<file path="src/hdl/sync_cfg.svh">
// constants for the sysref capture block and its controller
`ifndef SYNC_CFG_SVH
`define SYNC_CFG_SVH
// ***********************
// device register offsets
// ***********************
`define ADDR_CLK_DIV   12'h10B
`define ADDR_CTL       12'h120
`define ADDR_IGNORE    12'h121
`define ADDR_SKEW      12'h122
`define ADDR_TS_DELAY  12'h123
`define ADDR_MONITOR   12'h128
`define ADDR_SYNC_MODE 12'h1FF
`define ADDR_FUNC01    12'h559
`define ADDR_FUNC2     12'h55A
`define ADDR_CB_COUNT  12'h58F
`define RST_REG        8'h00
// ***********************
// device fields and codes
// ***********************
`define CTL_TRANS      4
`define CTL_EDGE       3
`define CTL_MODE       2:1
`define DIV_RATIO      3:0
`define IGN_FIELD      3:0
`define SKEW_NEG       3:2
`define SKEW_POS       1:0
`define SYNC_TS        0
`define CB_FIELD       7:6
`define MON_HOLD       7:4
`define MON_SETUP      3:0
`define MODE_OFF       2'h0
`define MODE_CONT      2'h1
`define MODE_NSHOT     2'h2
`define FUNC_SYSREF    4'h5
`define HOLD_GOOD      4'h8
`define RUN_MAX        4'hF
`define CB_NUM         3
`define RS_DIV         0
`define RS_DDC         1
`define RS_MON         2
`define RS_LINK        3
// ***********************
// controller registers
// ***********************
`define H_CMD          4'h0
`define H_STAT         4'h4
`define H_GEN          4'h8
`define H_TSCNT        4'hC
`define CMD_ADDR       11:0
`define CMD_DATA       23:16
`define CMD_WR         24
`define CMD_RD         25
`define STAT_BUSY      8
`define GEN_WIDTH      7:0
`define GEN_MULT       15:8
`define GEN_CONT       16
`define GEN_ONE        17
`define RESP_OKAY      2'h0
`define RESP_SLVERR    2'h2
`endif

</file>
<file path="src/hdl/sync_pkg.sv">
// types shared by the sysref device and its controller
package sync_pkg;
    typedef logic [3:0] resync_type;
    typedef enum logic [1:0] {
        OP_IDLE = 2'b01,
        OP_WAIT = 2'b10
    } op_state_type;
endpackage : sync_pkg

</file>
<file path="src/hdl/sync_if.sv">
// link between the sysref device and the controller that configures it
`timescale 1ns/10ps
interface sync_if;
    logic [11:0] reg_addr;
    logic [7:0]  reg_wdata;
    logic        reg_we;
    logic        reg_re;
    logic [7:0]  reg_rdata;
    logic        reg_ack;
    logic        sysref;
    logic [2:0]  ctrl_bits;
    logic        lmfc_edge;
    modport device (input reg_addr, reg_wdata, reg_we, reg_re, sysref,
                    output reg_rdata, reg_ack, ctrl_bits, lmfc_edge);
    modport host (output reg_addr, reg_wdata, reg_we, reg_re, sysref,
                  input reg_rdata, reg_ack, ctrl_bits, lmfc_edge);
endinterface : sync_if

</file>
<file path="src/hdl/phase_counter.sv">
// wrapping phase counter with restart, used for the internal dividers
`timescale 1ns/10ps
module phase_counter #(
    parameter int W = 8
) (
    // clock and reset
    input  wire logic         aclk,
    input  wire logic         aresetn,
    // control
    input  wire logic         restart,
    input  wire logic [W-1:0] len,
    // state
    output logic      [W-1:0] phase
);
    wire logic last = (phase >= len - W'(1));

    always_ff @(posedge aclk) begin
        if (!aresetn || restart) begin
            phase <= '0;
        end else if (last) begin
            phase <= '0;
        end else begin
            phase <= phase + W'(1);
        end
    end
endmodule : phase_counter

</file>
<file path="src/hdl/sysref_device.sv">
// sysref capture, skew window, monitor and timestamp marking
`include "sync_cfg.svh"
`timescale 1ns/10ps

// How it works
// sync mode bit picks normal or timestamp
// sync mode bit resets to normal
// timestamp mode marks sample, keeps clocks running
// host sets continuous or n-shot first
// host enables at least one control bit
// function code 5 routes timestamp to bit
// timestamp delay shifts the marked sample
// no timestamp while decimation is active
// nonzero mode selects type and arms
// n-shot mode clears itself after capture
// sysref pulse at least two divided clocks (host clamps to MIN_WIDTH aclk cycles, whatever the device divider)
// continuous period is whole lmfc multiple
// normal capture resyncs divider, ddc, monitor, link
// transition bit picks rising or falling event
// edge bit picks sampling edge
// n-shot skips up to 15 events first
// continuous mode resyncs when off lmfc
// capture inside skew window disturbs nothing (continuous mode only; n-shot captures resync inside the window too)
// negative skew before phase zero, positive after
// monitor shows hold, setup and capture
// setup before edge, hold after edge
// monitor codes grade setup and hold margin
// continuous mode stays armed after captures
module sysref_device #(
    parameter int LMFC_LEN = 32
) (
    // clock and reset
    input  wire logic          aclk,
    input  wire logic          aresetn,
    // link to the controller
    sync_if.device             lnk,
    // user side
    input  wire logic          decimate,
    output sync_pkg::resync_type resync,
    output logic               captured
);
    import sync_pkg::*;

    // ***********************
    // register file
    // ***********************
    logic [7:0] clk_div_q, ctl_q, ign_cnt_q, skew_q, ts_delay_q;
    logic [7:0] mon_q, sync_mode_q, func01_q, func2_q, cb_count_q;
    logic [7:0] rdata_d;
    logic       act;
    logic [1:0] mode;
    wire logic  wr     = lnk.reg_we;
    wire logic  ctl_wr = wr && (lnk.reg_addr == `ADDR_CTL);

    assign mode = ctl_q[`CTL_MODE];

    always_ff @(posedge aclk) begin
        if (!aresetn) begin
            clk_div_q   <= `RST_REG;
            ign_cnt_q   <= `RST_REG;
            skew_q      <= `RST_REG;
            ts_delay_q  <= `RST_REG;
            sync_mode_q <= `RST_REG;
            func01_q    <= `RST_REG;
            func2_q     <= `RST_REG;
            cb_count_q  <= `RST_REG;
        end else if (wr) begin
            unique case (lnk.reg_addr)
                `ADDR_CLK_DIV:   clk_div_q   <= lnk.reg_wdata;
                `ADDR_IGNORE:    ign_cnt_q   <= lnk.reg_wdata;
                `ADDR_SKEW:      skew_q      <= lnk.reg_wdata;
                `ADDR_TS_DELAY:  ts_delay_q  <= lnk.reg_wdata;
                `ADDR_SYNC_MODE: sync_mode_q <= lnk.reg_wdata;
                `ADDR_FUNC01:    func01_q    <= lnk.reg_wdata;
                `ADDR_FUNC2:     func2_q     <= lnk.reg_wdata;
                `ADDR_CB_COUNT:  cb_count_q  <= lnk.reg_wdata;
                default: ;
            endcase
        end
    end

    // a software write wins over the self clear, so a re-arm is never lost
    always_ff @(posedge aclk) begin
        if (!aresetn) begin
            ctl_q <= `RST_REG;
        end else if (ctl_wr) begin
            ctl_q <= lnk.reg_wdata;
        end else if (act && mode == `MODE_NSHOT) begin
            ctl_q[`CTL_MODE] <= `MODE_OFF;
        end
    end

    always_comb begin
        unique case (lnk.reg_addr)
            `ADDR_CLK_DIV:   rdata_d = clk_div_q;
            `ADDR_CTL:       rdata_d = ctl_q;
            `ADDR_IGNORE:    rdata_d = ign_cnt_q;
            `ADDR_SKEW:      rdata_d = skew_q;
            `ADDR_TS_DELAY:  rdata_d = ts_delay_q;
            `ADDR_MONITOR:   rdata_d = mon_q;
            `ADDR_SYNC_MODE: rdata_d = sync_mode_q;
            `ADDR_FUNC01:    rdata_d = func01_q;
            `ADDR_FUNC2:     rdata_d = func2_q;
            `ADDR_CB_COUNT:  rdata_d = cb_count_q;
            default:         rdata_d = `RST_REG;
        endcase
    end

    always_ff @(posedge aclk) begin
        if (!aresetn) begin
            lnk.reg_rdata <= `RST_REG;
            lnk.reg_ack   <= 1'b0;
        end else begin
            lnk.reg_ack <= lnk.reg_we | lnk.reg_re;
            if (lnk.reg_re) begin
                lnk.reg_rdata <= rdata_d;
            end
        end
    end

    // ***********************
    // sysref sampling and event qualification
    // ***********************
    // one clock only: the falling-edge option is modelled as a sample taken
    // one cycle later, which keeps the event half a period late of true hw
    logic s0_q, s1_q, prev_q, evt;
    logic [3:0] ign_q;
    wire logic smp = ctl_q[`CTL_EDGE] ? s1_q : s0_q;

    always_ff @(posedge aclk) begin
        if (!aresetn) begin
            s0_q   <= 1'b0;
            s1_q   <= 1'b0;
            prev_q <= 1'b0;
        end else begin
            s0_q   <= lnk.sysref;
            s1_q   <= s0_q;
            prev_q <= smp;
        end
    end

    always_comb begin
        evt = ctl_q[`CTL_TRANS] ? (prev_q & ~smp) : (~prev_q & smp);
        evt = evt && (mode != `MODE_OFF);
        act = evt && (mode == `MODE_CONT || (mode == `MODE_NSHOT && ign_q == '0));
    end

    // ignore count is loaded whenever the mode field is written
    always_ff @(posedge aclk) begin
        if (!aresetn) begin
            ign_q <= '0;
        end else if (ctl_wr) begin
            ign_q <= ign_cnt_q[`IGN_FIELD];
        end else if (evt && mode == `MODE_NSHOT && ign_q != '0) begin
            ign_q <= ign_q - 4'h1;
        end
    end

    // ***********************
    // internal dividers and realignment
    // ***********************
    logic [3:0] div_phase;
    logic [7:0] lmfc_phase, cap_ph;
    logic       in_win, do_sync;
    wire logic  ts_mode = sync_mode_q[`SYNC_TS];

    phase_counter #(.W(4)) div_cnt (
        .aclk    (aclk),
        .aresetn (aresetn),
        .restart (do_sync),
        .len     (clk_div_q[`DIV_RATIO] + 4'h1),
        .phase   (div_phase)
    );

    phase_counter #(.W(8)) lmfc_cnt (
        .aclk    (aclk),
        .aresetn (aresetn),
        .restart (do_sync),
        .len     (8'(LMFC_LEN)),
        .phase   (lmfc_phase)
    );

    always_comb begin
        // a restart zeroes the phase one cycle after the capture: judge the next phase
        cap_ph = (lmfc_phase == 8'(LMFC_LEN) - 8'h1) ? '0 : lmfc_phase + 8'h1;
        in_win = (cap_ph <= 8'(skew_q[`SKEW_POS])) ||
                 (cap_ph >= 8'(LMFC_LEN) - 8'(skew_q[`SKEW_NEG]));
        do_sync = act && !ts_mode &&
                  (mode != `MODE_CONT || !in_win);
    end

    always_ff @(posedge aclk) begin
        if (!aresetn) begin
            resync        <= '0;
            lnk.lmfc_edge <= 1'b0;
        end else begin
            resync[`RS_DIV]  <= do_sync;
            resync[`RS_DDC]  <= do_sync;
            resync[`RS_MON]  <= do_sync;
            resync[`RS_LINK] <= do_sync;
            lnk.lmfc_edge    <= (lmfc_phase == '0);
        end
    end

    // ***********************
    // timestamp marking
    // ***********************
    logic       pend_q, mark;
    logic [7:0] dly_q;
    logic [3:0] func [`CB_NUM];

    assign mark = pend_q && (dly_q == '0);
    assign func[0] = func01_q[3:0];
    assign func[1] = func01_q[7:4];
    assign func[2] = func2_q[3:0];

    always_ff @(posedge aclk) begin
        if (!aresetn) begin
            pend_q <= 1'b0;
            dly_q  <= '0;
        end else if (act && ts_mode && !decimate) begin
            pend_q <= 1'b1;
            dly_q  <= ts_delay_q;
        end else if (mark) begin
            pend_q <= 1'b0;
        end else if (pend_q) begin
            dly_q <= dly_q - 8'h1;
        end
    end

    always_ff @(posedge aclk) begin
        if (!aresetn) begin
            lnk.ctrl_bits <= '0;
        end else begin
            for (int i = 0; i < `CB_NUM; i++) begin
                lnk.ctrl_bits[i] <= mark && (2'(i) < cb_count_q[`CB_FIELD]) &&
                                    (func[i] == `FUNC_SYSREF);
            end
        end
    end

    // ***********************
    // setup/hold monitor
    // ***********************
    // setup: how long the old level stood before the event, saturating;
    // hold: how long the new level stood after it, up to the good code
    logic [3:0] run_q;
    logic       hold_q;

    always_ff @(posedge aclk) begin
        if (!aresetn) begin
            run_q <= '0;
        end else if (smp != prev_q) begin
            run_q <= '0;
        end else if (run_q != `RUN_MAX) begin
            run_q <= run_q + 4'h1;
        end
    end

    always_ff @(posedge aclk) begin
        if (!aresetn) begin
            mon_q  <= `RST_REG;
            hold_q <= 1'b0;
        end else if (act) begin
            mon_q[`MON_SETUP] <= run_q;
            mon_q[`MON_HOLD]  <= '0;
            hold_q            <= 1'b1;
        end else if (hold_q) begin
            if (smp == prev_q && mon_q[`MON_HOLD] != `HOLD_GOOD) begin
                mon_q[`MON_HOLD] <= mon_q[`MON_HOLD] + 4'h1;
            end else begin
                hold_q <= 1'b0;
            end
        end
    end

    // captured stands until the mode field is written again
    always_ff @(posedge aclk) begin
        if (!aresetn) begin
            captured <= 1'b0;
        end else if (act) begin
            captured <= 1'b1;
        end else if (ctl_wr) begin
            captured <= 1'b0;
        end
    end
endmodule : sysref_device

</file>
<file path="src/flat_wrapper.sv">
// flat-port wrapper written by rule: the top's interface ports become plain ports
module sysref_device_flat import sync_pkg::*;
#(
    parameter int LMFC_LEN = 32
)
  (aclk, aresetn, decimate, resync, captured, lnk_reg_addr, lnk_reg_wdata, lnk_reg_we, lnk_reg_re, lnk_sysref, lnk_reg_rdata, lnk_reg_ack, lnk_ctrl_bits, lnk_lmfc_edge);
  sync_if lnk_i ();
  input  wire logic aclk;
  input  wire logic aresetn;
  input  wire logic decimate;
  output sync_pkg::resync_type resync;
  output logic captured;
  input wire logic [$bits(lnk_i.reg_addr)-1:0] lnk_reg_addr;
  input wire logic [$bits(lnk_i.reg_wdata)-1:0] lnk_reg_wdata;
  input wire logic [$bits(lnk_i.reg_we)-1:0] lnk_reg_we;
  input wire logic [$bits(lnk_i.reg_re)-1:0] lnk_reg_re;
  input wire logic [$bits(lnk_i.sysref)-1:0] lnk_sysref;
  output wire logic [$bits(lnk_i.reg_rdata)-1:0] lnk_reg_rdata;
  output wire logic [$bits(lnk_i.reg_ack)-1:0] lnk_reg_ack;
  output wire logic [$bits(lnk_i.ctrl_bits)-1:0] lnk_ctrl_bits;
  output wire logic [$bits(lnk_i.lmfc_edge)-1:0] lnk_lmfc_edge;
  assign lnk_i.reg_addr = lnk_reg_addr;
  assign lnk_i.reg_wdata = lnk_reg_wdata;
  assign lnk_i.reg_we = lnk_reg_we;
  assign lnk_i.reg_re = lnk_reg_re;
  assign lnk_i.sysref = lnk_sysref;
  assign lnk_reg_rdata = lnk_i.reg_rdata;
  assign lnk_reg_ack = lnk_i.reg_ack;
  assign lnk_ctrl_bits = lnk_i.ctrl_bits;
  assign lnk_lmfc_edge = lnk_i.lmfc_edge;
  sysref_device #(.LMFC_LEN(LMFC_LEN)) u_core (.aclk(aclk), .aresetn(aresetn), .lnk(lnk_i), .decimate(decimate), .resync(resync), .captured(captured));
endmodule
</file>
<file path="config.mk">
export PLATFORM = sky130hd
export DESIGN_NAME = sysref_device_flat
export DESIGN_NICKNAME = d
export VERILOG_FILES = /design/src/hdl/sync_pkg.sv /design/src/hdl/sync_if.sv /design/src/hdl/phase_counter.sv /design/src/hdl/sysref_device.sv /design/src/flat_wrapper.sv
export VERILOG_INCLUDE_DIRS = /design/src /design/src/hdl
export SDC_FILE = /design/constraint.sdc
export NUM_CORES = 1
export LEC_CHECK = 0
export BUFFER_PORTS_ARGS = -buffer_cell sky130_fd_sc_hd__buf_2
export CAP_MARGIN = 20
export CORE_MARGIN = 10
export CORE_UTILIZATION = 50
export CTS_CLUSTER_DIAMETER = 40
export DETAILED_ROUTE_END_ITERATION = 6
export GPL_TIMING_DRIVEN = 0
export PLACE_DENSITY = 0.71
export SLEW_MARGIN = 20
export SYNTH_ARGS = -nofsm -noshare
export SYNTH_HDL_FRONTEND = slang
export SYNTH_HIERARCHICAL = 1
export SYNTH_SLANG_ARGS = --single-unit
</file>
<file path="constraint.sdc">
create_clock -name aclk -period 2.48 [get_ports aclk]
set_input_delay 0.248 -clock aclk [delete_from_list [all_inputs] [get_ports aclk]]
set_output_delay 0.248 -clock aclk [all_outputs]
set_load 0.02 [all_outputs]
</file>
==> impl_results.md, run 1 <==
* Unique masters post-synth at 65
* Failing checks: setup timing
* Crit path max fanout at 4
* Worst-Margin Slew at 0.843 ns
* Num rows at 41
* Multi-input logic area at 3760 µm²
* Met1 Resource Use GR at 25.4%
* CTS tree: done
* Final WS setup at -0.0355 ns
* Setup crit start kind: register
* Final Skew at 0.00647 ns
* VDD IR max at 433 µV
* Layout Cells excl Fill at 1059
* Core area at 12600 µm²
* Fmax at 398 MHz
* Initial core utilization at a little over 50%
* Ratio of cells with drive above 1 in the final layout at 15.9%
* Cts bufs inserted at 17
* Routability cong. at between 0.9 and 1
* Hold endpoint: u_core/s0_q$_SDFF_PN0_
* Cts hold-fix bufs at 0
* Filler cells at 1100
* Status: finished, violations left
* Static Leak at 2.88 nW
* Max Slew Vio Count at 0
* RSZ-0062 raised after global routing: true
* Worst Reg-to-Reg Cells at 14
* Hold depth at 2
* Depth of the CTS H-tree at 4
* Final hold vios at 0
* All-Layer GR Usage at between 20 and 25%
* Remaining antenna violation count at 0
* Mapped Cells at 780
* Hold Crit Class: in -> reg
* Initial DRC count at 594
* M3 GR Usage at 5.00%
* Seq cells post-synth at around 120
* Avg WL per Cell at 17.1 µm
* Post-synth EDFFs at 0
* Register Area at between 2000 and 3000 µm²
* Root Driver: clkbuf_16
* Clk buf depth at 2
* Setup TNS at -0.0355 ns
* Vias in the first global route at 5667
* Via count at approximately 5900
* Clk slew on worst S/H paths at 0.05 ns
* Crit end category: register
* Syn_area_per_cell at ~8.2 µm²
* Top FF cell, synth: dfxtp_1
* PD cells at 656 nW/µm²
* Vias per inst at 5.59
* Area delta synth->final at 21.6%
* CP Data Required Time at 2.75 ns
* Reg-to-reg endpoint: u_core/resync[0]$_SDFF_PN0_
* Slew headroom at 43.4%
* DP Worst Slack at -0.308 ns
* Skew-Pair Late Insertion Delay at 0.42 ns
* Clk sinks at 124
* Hold wc startpoint: lnk_sysref
* Fin crit period at 2.52 ns
* GR peak layer: met2
* # IOs at 44
* Max-cap violations at 0
* Net total in the final layout at 929
* Detailed placer's ending HPWL at around 12000 µm
* Die height at 133 µm
* RR Startpoint: u_core/lmfc_cnt/phase[2]$_SDFF_PP0_
* Antenna violations before repair at 0
* FFs w/ async S/R, synth at 0%
* Synth warn at 6
* DP Cell Count at 1007
* Sequential area share after synthesis at 38.8%
* Largest net degree at the start of global routing at 17
* GR Layer Usage met2 at between 30 and 40%
* Die W at 133 µm
* Final Cycle Share at 101%
* Final setup violation count at 1
* CP Class: reg -> reg
* Total gr overflow at 0
* I/O Buffers at 34
* Die area at ~18000 µm²
* Layout Utilization at a little over 60%
* Post-Synthesis Cell Area at roughly 6400 µm²
* Pre-antenna DRT Iters at 5
* First-pass GRT wire length at 29100 µm
* Crit path DAT at 2.79 ns
* Reg2reg setup slack at -0.04 ns
* Drt total wl at 18100 µm
* Drt drc at 0
==> worst max-delay path, cell delays in order (launching register included) <==
cell	delay, ns
dfxtp_4	0.34
and3_4	0.19
and3_4	0.19
or2_4	0.25
ha_4	0.27
nor3b_2	0.04
o21ai_1	0.17
o2111ai_2	0.16
buf_4	0.16
buf_4	0.13
buf_4	0.12
buf_4	0.12
buf_4	0.12
nand3_2	0.05
o22ai_1	0.06
==> sequential cells by signal, summed over array words and instances, names as in the netlist, 3 cells and up <==
name,flops
u_core/run_q,4
u_core/skew_q,8
u_core/mon_q,8
u_core/lmfc_cnt/phase,8
u_core/sync_mode_q,8
u_core/ts_delay_q,8
u_core/func01_q,8
u_core/clk_div_q,8
u_core/func2_q,8
u_core/dly_q,8
u_core/ctl_q,8
u_core/lnk.ctrl_bits,3
u_core/cb_count_q,8
u_core/lnk.reg_rdata,8
u_core/ign_q,4
u_core/ign_cnt_q,8
==> cells in the mapped netlist (2+ instances only) <==
library cell | n | area, µm²
a211oi_2 | 8 | 100
a21oi_1 | 80 | 400
a221oi_1 | 15 | 131
a222oi_1 | 2 | 20.0
a22o_1 | 6 | 52.6
a22oi_1 | 13 | 97.6
a311o_1 | 2 | 20.0
a31oi_1 | 2 | 12.5
and2_1 | 4 | 25.0
and3_1 | 10 | 62.6
and3b_1 | 3 | 26.3
buf_2 | 4 | 20.0
buf_4 | 4 | 30.0
clkbuf_1 | 38 | 143
conb_1 | 2 | 7.51
dfxtp_1 | 124 | 2480
ha_1 | 29 | 363
inv_1 | 34 | 128
mux2_2 | 5 | 56.3
mux2i_1 | 17 | 170
nand2_1 | 148 | 556
nand2b_1 | 2 | 12.5
nand3_1 | 30 | 150
nand3b_1 | 4 | 30.0
nand4_1 | 4 | 25.0
nand4b_1 | 3 | 26.3
nor2_1 | 65 | 244
nor2b_1 | 3 | 18.8
nor3_1 | 10 | 50.1
nor3b_1 | 6 | 45.0
nor4_1 | 7 | 43.8
nor4b_1 | 3 | 26.3
o2111ai_1 | 2 | 17.5
o211ai_1 | 2 | 15.0
o21ai_0 | 16 | 80.1
o21ai_4 | 2 | 32.5
o22ai_1 | 9 | 56.3
or2_2 | 3 | 18.8
or3_1 | 2 | 12.5
or4bb_1 | 2 | 22.5
xnor2_1 | 16 | 140
xor2_1 | 16 | 140
==> worst max-delay path by stage <==
stage / start / endpoint / slack, ns / cells after the start
2_1_floorplan: u_core/lmfc_cnt/phase[0]$_SDFF_PP0_ / u_core/lmfc_cnt/phase[2]$_SDFF_PP0_ / 0.03 / 13
3_3_place_gp: u_core/lmfc_cnt/phase[0]$_SDFF_PP0_ / u_core/lmfc_cnt/phase[4]$_SDFF_PP0_ / -0.32 / 13
3_5_place_dp: u_core/lmfc_cnt/phase[5]$_SDFF_PP0_ / u_core/lmfc_cnt/phase[2]$_SDFF_PP0_ / -0.31 / 13
4_1_cts: u_core/lmfc_cnt/phase[4]$_SDFF_PP0_ / u_core/lmfc_cnt/phase[5]$_SDFF_PP0_ / 0.003 / 13
5_1_grt: u_core/lmfc_cnt/phase[5]$_SDFF_PP0_ / u_core/lmfc_cnt/phase[4]$_SDFF_PP0_ / -0.18 / 11
6_report: u_core/lmfc_cnt/phase[2]$_SDFF_PP0_ / u_core/resync[0]$_SDFF_PN0_ / -0.04 / 14
==> per-layer routing <==
metal / share of wire, % / vias to the layer above
li1: - / 2888
met1: 44 / 2792
met2: 47 / 198
met3: 6.6 / 45
met4: 2.9 / 0
met5: 0 / -
==> stage by stage <==
step	cell area, µm²	power [mW]	hold WS [ns]
global route	7770	5.26	0.0408
detailed placement	6860	2.38	0.446
CTS	7700	5.10	0.0283
finish	7770	5.10	0.0323
floorplan	6470	2.28	0.375
global placement	6860	2.37	0.437
==> placed cells by master (no fill, tap or decap), drive strengths merged, types with 23 or more instances in the layout <==
cell type,n
a21oi,80
nand3,30
dfxtp,124
nor2,65
inv,34
ha,29
buf,63
clkbuf,63
conb,23
nand2,149
==> cells by family (layout without fill, tap and decap cells) <==
| logic type | Yosys count | in the layout | synth area share [%] |
|---|---|---|---|
| AND/OR/NAND/NOR | 320 | 320 | 23.8 |
| AO/OA/AOI/OAI | 169 | 169 | 18.3 |
| flip-flops | 124 | 124 | 38.8 |
| buffers and inverters | 81 | 166 | 5.07 |
| XOR/XNOR | 32 | 32 | 4.38 |
| adder cells (fa/ha/maj) | 29 | 29 | 5.67 |
| multiplexers | 23 | 23 | 3.89 |
| other | 2 | 24 | 0.117 |
==> cell type report <==
type | instances | area share, %
multi-input cells | 596 | 48.4
diodes | 1 | 0.0322
clock inverters | 6 | 1.67
inverters | 34 | 1.64
flip-flops and latches | 124 | 32.2
repair buffers | 54 | 4.12
clock buffers | 25 | 6.63
well taps | 172 | 2.77
plain buffers | 47 | 2.53
==> where the power goes <==
part	internal [mW]	switching (mW)	leakage [nW]
clock	1.83	0.859	0.319
combinational	0.151	0.237	1.56
sequential	2.00	0.0141	1.01
==> timing repair <==
| item | in CTS | in global routing |
|---|---|---|
| pin swaps | 10 | 10 |
| cloned | 0 | 0 |
| resized for setup | 22 | 11 |
| setup endpoints to repair | 10 | 16 |
| buffers inserted | 18 | 2 |
No activity file was read; power rests on OpenSTA's default activity.
==> run 2: changes to the inputs <==
clock period = 2.14 ns   (was 2.48 ns; I/O delays follow)
==> impl_results.md, run 2 (synthesis results as in run 1) <==
* Status: finished, violations left
* Failing checks: setup timing
* First-pass GRT wire length at 29400 µm (+1.3%)
* Die height at 133 µm (unchanged)
* CTS tree: done
* Crit path DAT at 2.80 ns (about the same)
* Total gr overflow at 0 (unchanged)
* CP Class: reg -> reg
* Final hold vios at 0 (unchanged)
* All-Layer GR Usage at 20.4% (-0.035 points)
* Largest net degree at the start of global routing at 17 (unchanged)
* Setup crit start kind: register
* Fmax at 407 MHz (+2.4%)
* Max-cap violations at 0 (unchanged)
* VDD IR max at 549 µV (+27%)
* Num rows at 41 (unchanged)
* I/O Buffers at 34 (unchanged)
* Core area at 12600 µm² (unchanged)
* Ant diodes at 0 (-1)
* Drt total wl at 18500 µm (+2.2%)
* GR Layer Usage met2 at 34.1% (+1.5 points)
* Initial core utilization at 50.9% (unchanged)
* GR peak layer: met2
* Static Leak at 2.83 nW (-1.9%)
* Setup TNS at -2.42 ns (-2.39 ns)
* Depth of the CTS H-tree at 4 (unchanged)
* Max Slew Vio Count at 0 (unchanged)
* Clk buf depth at 2 (unchanged)
* Skew-Pair Late Insertion Delay at 0.41 ns (about the same)
* Layout Utilization at 61.3% (-0.55 points)
* DP Worst Slack at -0.437 ns (-0.128 ns)
* Slew headroom at 46.7% (+3.3 points)
* Area delta synth->final at 20.5%
* Die area at 17700 µm² (unchanged)
* Hold Crit Class: in -> reg
* Net total in the final layout at 924 (-0.54%)
* Final instance area at 7710 µm² (-0.89%)
* Clk sinks at 124 (unchanged)
* Avg WL per Cell at 17.6 µm (+2.7%)
* Final Skew at 0.00581 ns (-0.000656 ns)
* Detailed placer's ending HPWL at 13000 µm (+5.1%)
* Initial DRC count at 620 (+4.4%)
* Final Cycle Share at 115% (+13 points)
* Commonest non-fill, non-tap cell in the layout: nand2_1
* Routability cong. at 0.910 (-1.3%)
* M3 GR Usage at 4.06% (-0.94 points)
* Root Driver: clkbuf_16
* Commonest non-fill, non-tap cells in the layout: nand2_1 (148), dfxtp_1 (115), a21oi_1 (80), nor2_1 (65), clkbuf_1 (42)
* Remaining antenna violation count at 0 (unchanged)
* Post-DP Area at 6900 µm² (+0.57%)
* Vias per inst at 5.77 (+3.1%)
* PD cells at 701 nW/µm² (+6.8%)
* RSZ-0062 raised after global routing: true
* Die W at 133 µm (unchanged)
* Cts hold-fix bufs at 0 (unchanged)
* Worst-Margin Slew at 0.792 ns (-0.0503 ns)
* # IOs at 44 (unchanged)
* Filler cells at 1102 (+0.18%)
* Pre-antenna DRT Iters at 5 (unchanged)
* Ratio of cells with drive above 1 in the final layout at 16.3% (+0.41 points)
* Via count at 6077 (+2.6%)
* Fin crit period at 2.46 ns (-0.0599 ns)
* Met1 Resource Use GR at 25.2% (-0.21 points)
* Vias in the first global route at 5819 (+2.7%)
* Cts bufs inserted at 17 (unchanged)
* Final WS setup at -0.316 ns (-0.280 ns)
* Antenna violations before repair at 0 (unchanged)
* Final setup violation count at 8 (+7)
* Drt drc at 0 (unchanged)
* Crit end category: register
* Crit path max fanout at 8 (+4)
* Clk slew on worst S/H paths at 0.05 ns (about the same)
* CP Data Required Time at 2.48 ns (-0.27 ns)
## run 2: cell types whose count changed in the layout (fill, tap and decap cells not counted), moves of 2 or more
cell / previous run / this run
clkbuf_1: 40 / 42
clkbuf_8: 6 / 2
buf_4: 24 / 18
bufinv_16: 4 / 1
clkinv_2: 2 / 6
nor4_1: 7 / 5
## run 2: power breakdown
part	switching (mW)	leakage (nW)	internal [mW]
registers	0.0179	1.01	2.32
logic	0.272	1.55	0.158
clock network	0.985	0.268	1.64
## run 2: cell type report
type	count	area (µm²)	area share, %
Sequential cell	124	2510	32.6
Tap cell	172	215	2.79
Timing Repair Buffer	49	287	3.72
Clock buffer	24	472	6.12
Buffer	47	200	2.60
Inverter	34	128	1.66
Clock inverter	8	67.6	0.877
Multi-Input combinational cell	596	3830	49.7
## run 2: critical path: stages, from the launching register on
cell and delay (ns):
dfxtp_4 0.34, and3_4 0.18, and3_4 0.19, or2_4 0.25, ha_4 0.27, nor3b_2 0.04, o21ai_1 0.15, o2111ai_2 0.14
nand2_1 0.11, o21ai_2 0.06, nor3b_2 0.17, o211a_1 0.22, o41ai_4 0.14, nor2_1 0.13
## run 2: path summary, 6_finish.rpt
kind	start	to	slack, ns	depth (start not counted)
worst max-delay path	u_core/lmfc_cnt/phase[4]$_SDFF_PP0_	u_core/lmfc_cnt/phase[4]$_SDFF_PP0_	-0.32	13
worst min-delay path	lnk_sysref	u_core/s0_q$_SDFF_PN0_	0.03	2
worst max register to register	u_core/lmfc_cnt/phase[4]$_SDFF_PP0_	u_core/lmfc_cnt/phase[4]$_SDFF_PP0_	-0.32	13
worst min register to register	u_core/ctl_q[0]$_SDFFE_PN0P_	u_core/ctl_q[0]$_SDFFE_PN0P_	0.45	2
## run 2: repair_timing
action                                  in CTS  in global routing
setup buffers                               12                  3
gates resized for setup                     20                 15
endpoints found under the setup margin      20                 51
pin swaps                                   11                  9
hold endpoints to repair                     0                  0
## run 2: stage by stage
step           total power, mW  instances  hold WS (ns)
2_1_floorplan             2.64        801         0.341
3_3_place_gp              2.75       1007         0.435
3_5_place_dp              2.76       1007         0.431
4_1_cts                   5.40       1051       0.00992
5_1_grt                   5.56       1054        0.0318
6_report                  5.40       1054        0.0256
## run 2: layer usage
layer	share of wire [%]	vias to the layer above
li1	-	2875
met1	41	2889
met2	48	261
met3	7.8	52
met4	3.1	0
met5	0	-
==> run 3: changes to the inputs <==
PLACE_DENSITY = 0.76   (was 0.71)
==> impl_results.md, run 3 (synthesis results as in run 1) <==
* Total gr overflow at 0 (unchanged)
* Psw at 1.29 mW (+1.4%)
* Worst Hold Slack at 0.264 ns (+0.239 ns)
* Reg2reg setup slack at -0.29 ns (+0.03 ns)
* Max Slew Vio Count at 0 (unchanged)
* Vias in the first global route at 5613 (-3.5%)
* Drt drc at 0 (unchanged)
* Critical Path Start: u_core/lmfc_cnt/phase[2]$_SDFF_PP0_
* Max-cap violations at 0 (unchanged)
* Detailed placer's ending HPWL at 12300 µm (-5.1%)
* Final setup violation count at 9 (+1)
* RR Startpoint: u_core/lmfc_cnt/phase[2]$_SDFF_PP0_
* Final WS setup at -0.287 ns (+0.0285 ns)
* Crit end category: register
* Hold Crit Class: in -> reg
* GR Layer Usage met2 at 31.5% (-2.6 points)
* Clock power share at 48.8% (about the same)
* Setup crit start kind: register
* Worst-Margin Slew at 0.812 ns (+0.0200 ns)
* Die height at 133 µm (unchanged)
* CTS tree: done
* Final Skew at 0.00880 ns (+0.00299 ns)
* Clk sinks at 124 (unchanged)
* Crit path DAT at 2.78 ns (-0.02 ns)
* PD cells at 709 nW/µm² (+1.2%)
* Static Leak at 2.83 nW (+0.16%)
* Sequential power share at 42.8% (-0.6 points)
* Remaining antenna violation count at 0 (unchanged)
* Commonest non-fill, non-tap cells in the layout: nand2_1 (147), dfxtp_1 (116), a21oi_1 (80), nor2_1 (65), clkbuf_1 (41)
* Layout Cells excl Fill at 1054 (unchanged)
* Crit path max fanout at 8 (unchanged)
* Ant diodes at 0 (unchanged)
* Area delta synth->final at 20.5% (about the same)
* Clk buf depth at 2 (unchanged)
* Vias per inst at 5.67 (-1.7%)
* Routability cong. at 0.921 (+1.2%)
* Largest stage delay on the critical path at 0.34 ns (about the same)
* Cts bufs inserted at 17 (unchanged)
* M3 GR Usage at 4.77% (+0.71 points)
* Core area at 12600 µm² (unchanged)
* Status: finished, violations left
* Pre-antenna DRT Iters at 6 (+1)
* Net total in the final layout at 925 (+0.11%)
* CP cell instances: and3_4 -> and3_4 -> or2_4 -> ha_4 -> nor3b_2 -> o21ai_1 -> o2111ai_2 -> nand2_2 -> o21ai_2 -> nor3b_2 -> o211a_1 -> o41ai_4 -> nor2_1
* Largest net degree at the start of global routing at 17 (unchanged)
* Hold wc startpoint: lnk_reg_wdata[7]
* Final Cycle Share at 113% (-1.3 points)
* Combinational share of power at 8.3% (+0.3 points)
* Die W at 133 µm (unchanged)
* Max stage delay cell, worst path: dfxtp_4
* Avg WL per Cell at 17.3 µm (-1.7%)
* Die area at 17700 µm² (unchanged)
* Fmax at 412 MHz (+1.2%)
* Drt total wl at 18200 µm (-1.7%)
* CP Data Required Time at 2.49 ns (about the same)
* Antenna violations before repair at 0 (unchanged)
* Skew-Pair Late Insertion Delay at 0.42 ns (about the same)
* CP bufs+invs at 0 (unchanged)
* All-Layer GR Usage at 20.2% (-0.19 points)
* DP Cell Count at 1007 (unchanged)
* RSZ-0062 raised after global routing: true
* VDD IR max at 491 µV (-11%)
* Sw frac at 23.7% (+0.058 points)
* Initial core utilization at 50.9% (unchanged)
* Initial DRC count at 645 (+4.0%)
* CP Class: reg -> reg
* Met1 Resource Use GR at 26.2% (+1.0 points)
* Clk slew on worst S/H paths at 0.06 ns (about the same)
* GR peak layer: met2
* Slew headroom at 45.8% (-0.85 points)
* Root Driver: clkbuf_16
* Final hold vios at 0 (unchanged)
* First-pass GRT wire length at 28900 µm (-1.7%)
* Failing checks: setup timing
* Ratio of cells with drive above 1 in the final layout at 15.9% (-0.45 points)
* Commonest non-fill, non-tap cell in the layout: nand2_1
* Num rows at 41 (unchanged)
* Via count at 5976 (-1.7%)
* Depth of the CTS H-tree at 4 (unchanged)
* Fin crit period at 2.43 ns (-0.0285 ns)
* I/O Buffers at 34 (unchanged)
* Pint at 4.17 mW (+1.1%)
* # IOs at 44 (unchanged)
* Cell family with most CP delay: simple AND/OR/NAND/NOR gates
-- run 3: worst paths after layout --
path                                         endpoint  cells after the start
setup / recovery  u_core/lmfc_cnt/phase[4]$_SDFF_PP0_                     13
setup reg to reg  u_core/lmfc_cnt/phase[4]$_SDFF_PP0_                     13
hold reg to reg        u_core/func2_q[6]$_SDFFE_PN0P_                      2
hold / removal         u_core/func2_q[7]$_SDFFE_PN0P_                      3
-- run 3: worst register-to-register path, stage by stage (launching register included) --
cell and delay (ns):
dfxtp_4 0.34, and3_4 0.19, and3_4 0.20, or2_4 0.24
ha_4 0.27, nor3b_2 0.04, o21ai_1 0.14, o2111ai_2 0.15
nand2_2 0.11, o21ai_2 0.06, nor3b_2 0.16, o211a_1 0.21
o41ai_4 0.13, nor2_1 0.13
-- run 3: power by group through the flow --
stage	sequential (mW)	clock, mW	combinational [mW]
after global routing	2.34	2.79	0.492
after floorplan	2.40	0	0.247
after CTS	2.34	2.68	0.420
after global placement	2.40	0	0.353
after detailed placement	2.40	0	0.360
final	2.34	2.67	0.456
-- run 3: final cells by class --
cell class	count	area [µm²]
multi-input combinational	596	3810
fill	1108	4860
clock buffer	24	482
clock inverter	7	65.1
sequential	124	2510
buffer	47	200
tap	172	215
inverter	34	128
timing repair buffer	50	293
-- run 3: routing by layer --
layer / vias to the layer above / share of wire, %
met5: - / 0
met4: 0 / 2.4
met3: 41 / 8.9
met2: 259 / 46
met1: 2793 / 43
li1: 2883 / -
-- run 3: timing repair --
| action | CTS | global route |
|---|---|---|
| hold buffers | 1 | 0 |
| buffers inserted | 14 | 1 |
| endpoints found under the setup margin | 20 | 33 |
| pin swaps | 6 | 5 |
| endpoints found under the hold margin | 1 | 0 |
| resized for setup | 12 | 17 |
-- run 3: through the flow --
step	power, mW	instance area, µm²	worst slack (ns)	setup TNS [ns]	utilization (%)
6_report	5.46	7700	-0.287	-2.35	61.3
5_1_grt	5.62	7700	-0.433	-3.62	61.3
4_1_cts	5.44	7600	-0.281	-2.60	60.5
3_5_place_dp	2.76	6900	-0.372	-15.87	54.9
3_3_place_gp	2.75	6900	-0.362	-15.11	54.9
2_1_floorplan	2.64	6510	-0.0944	-0.744	-
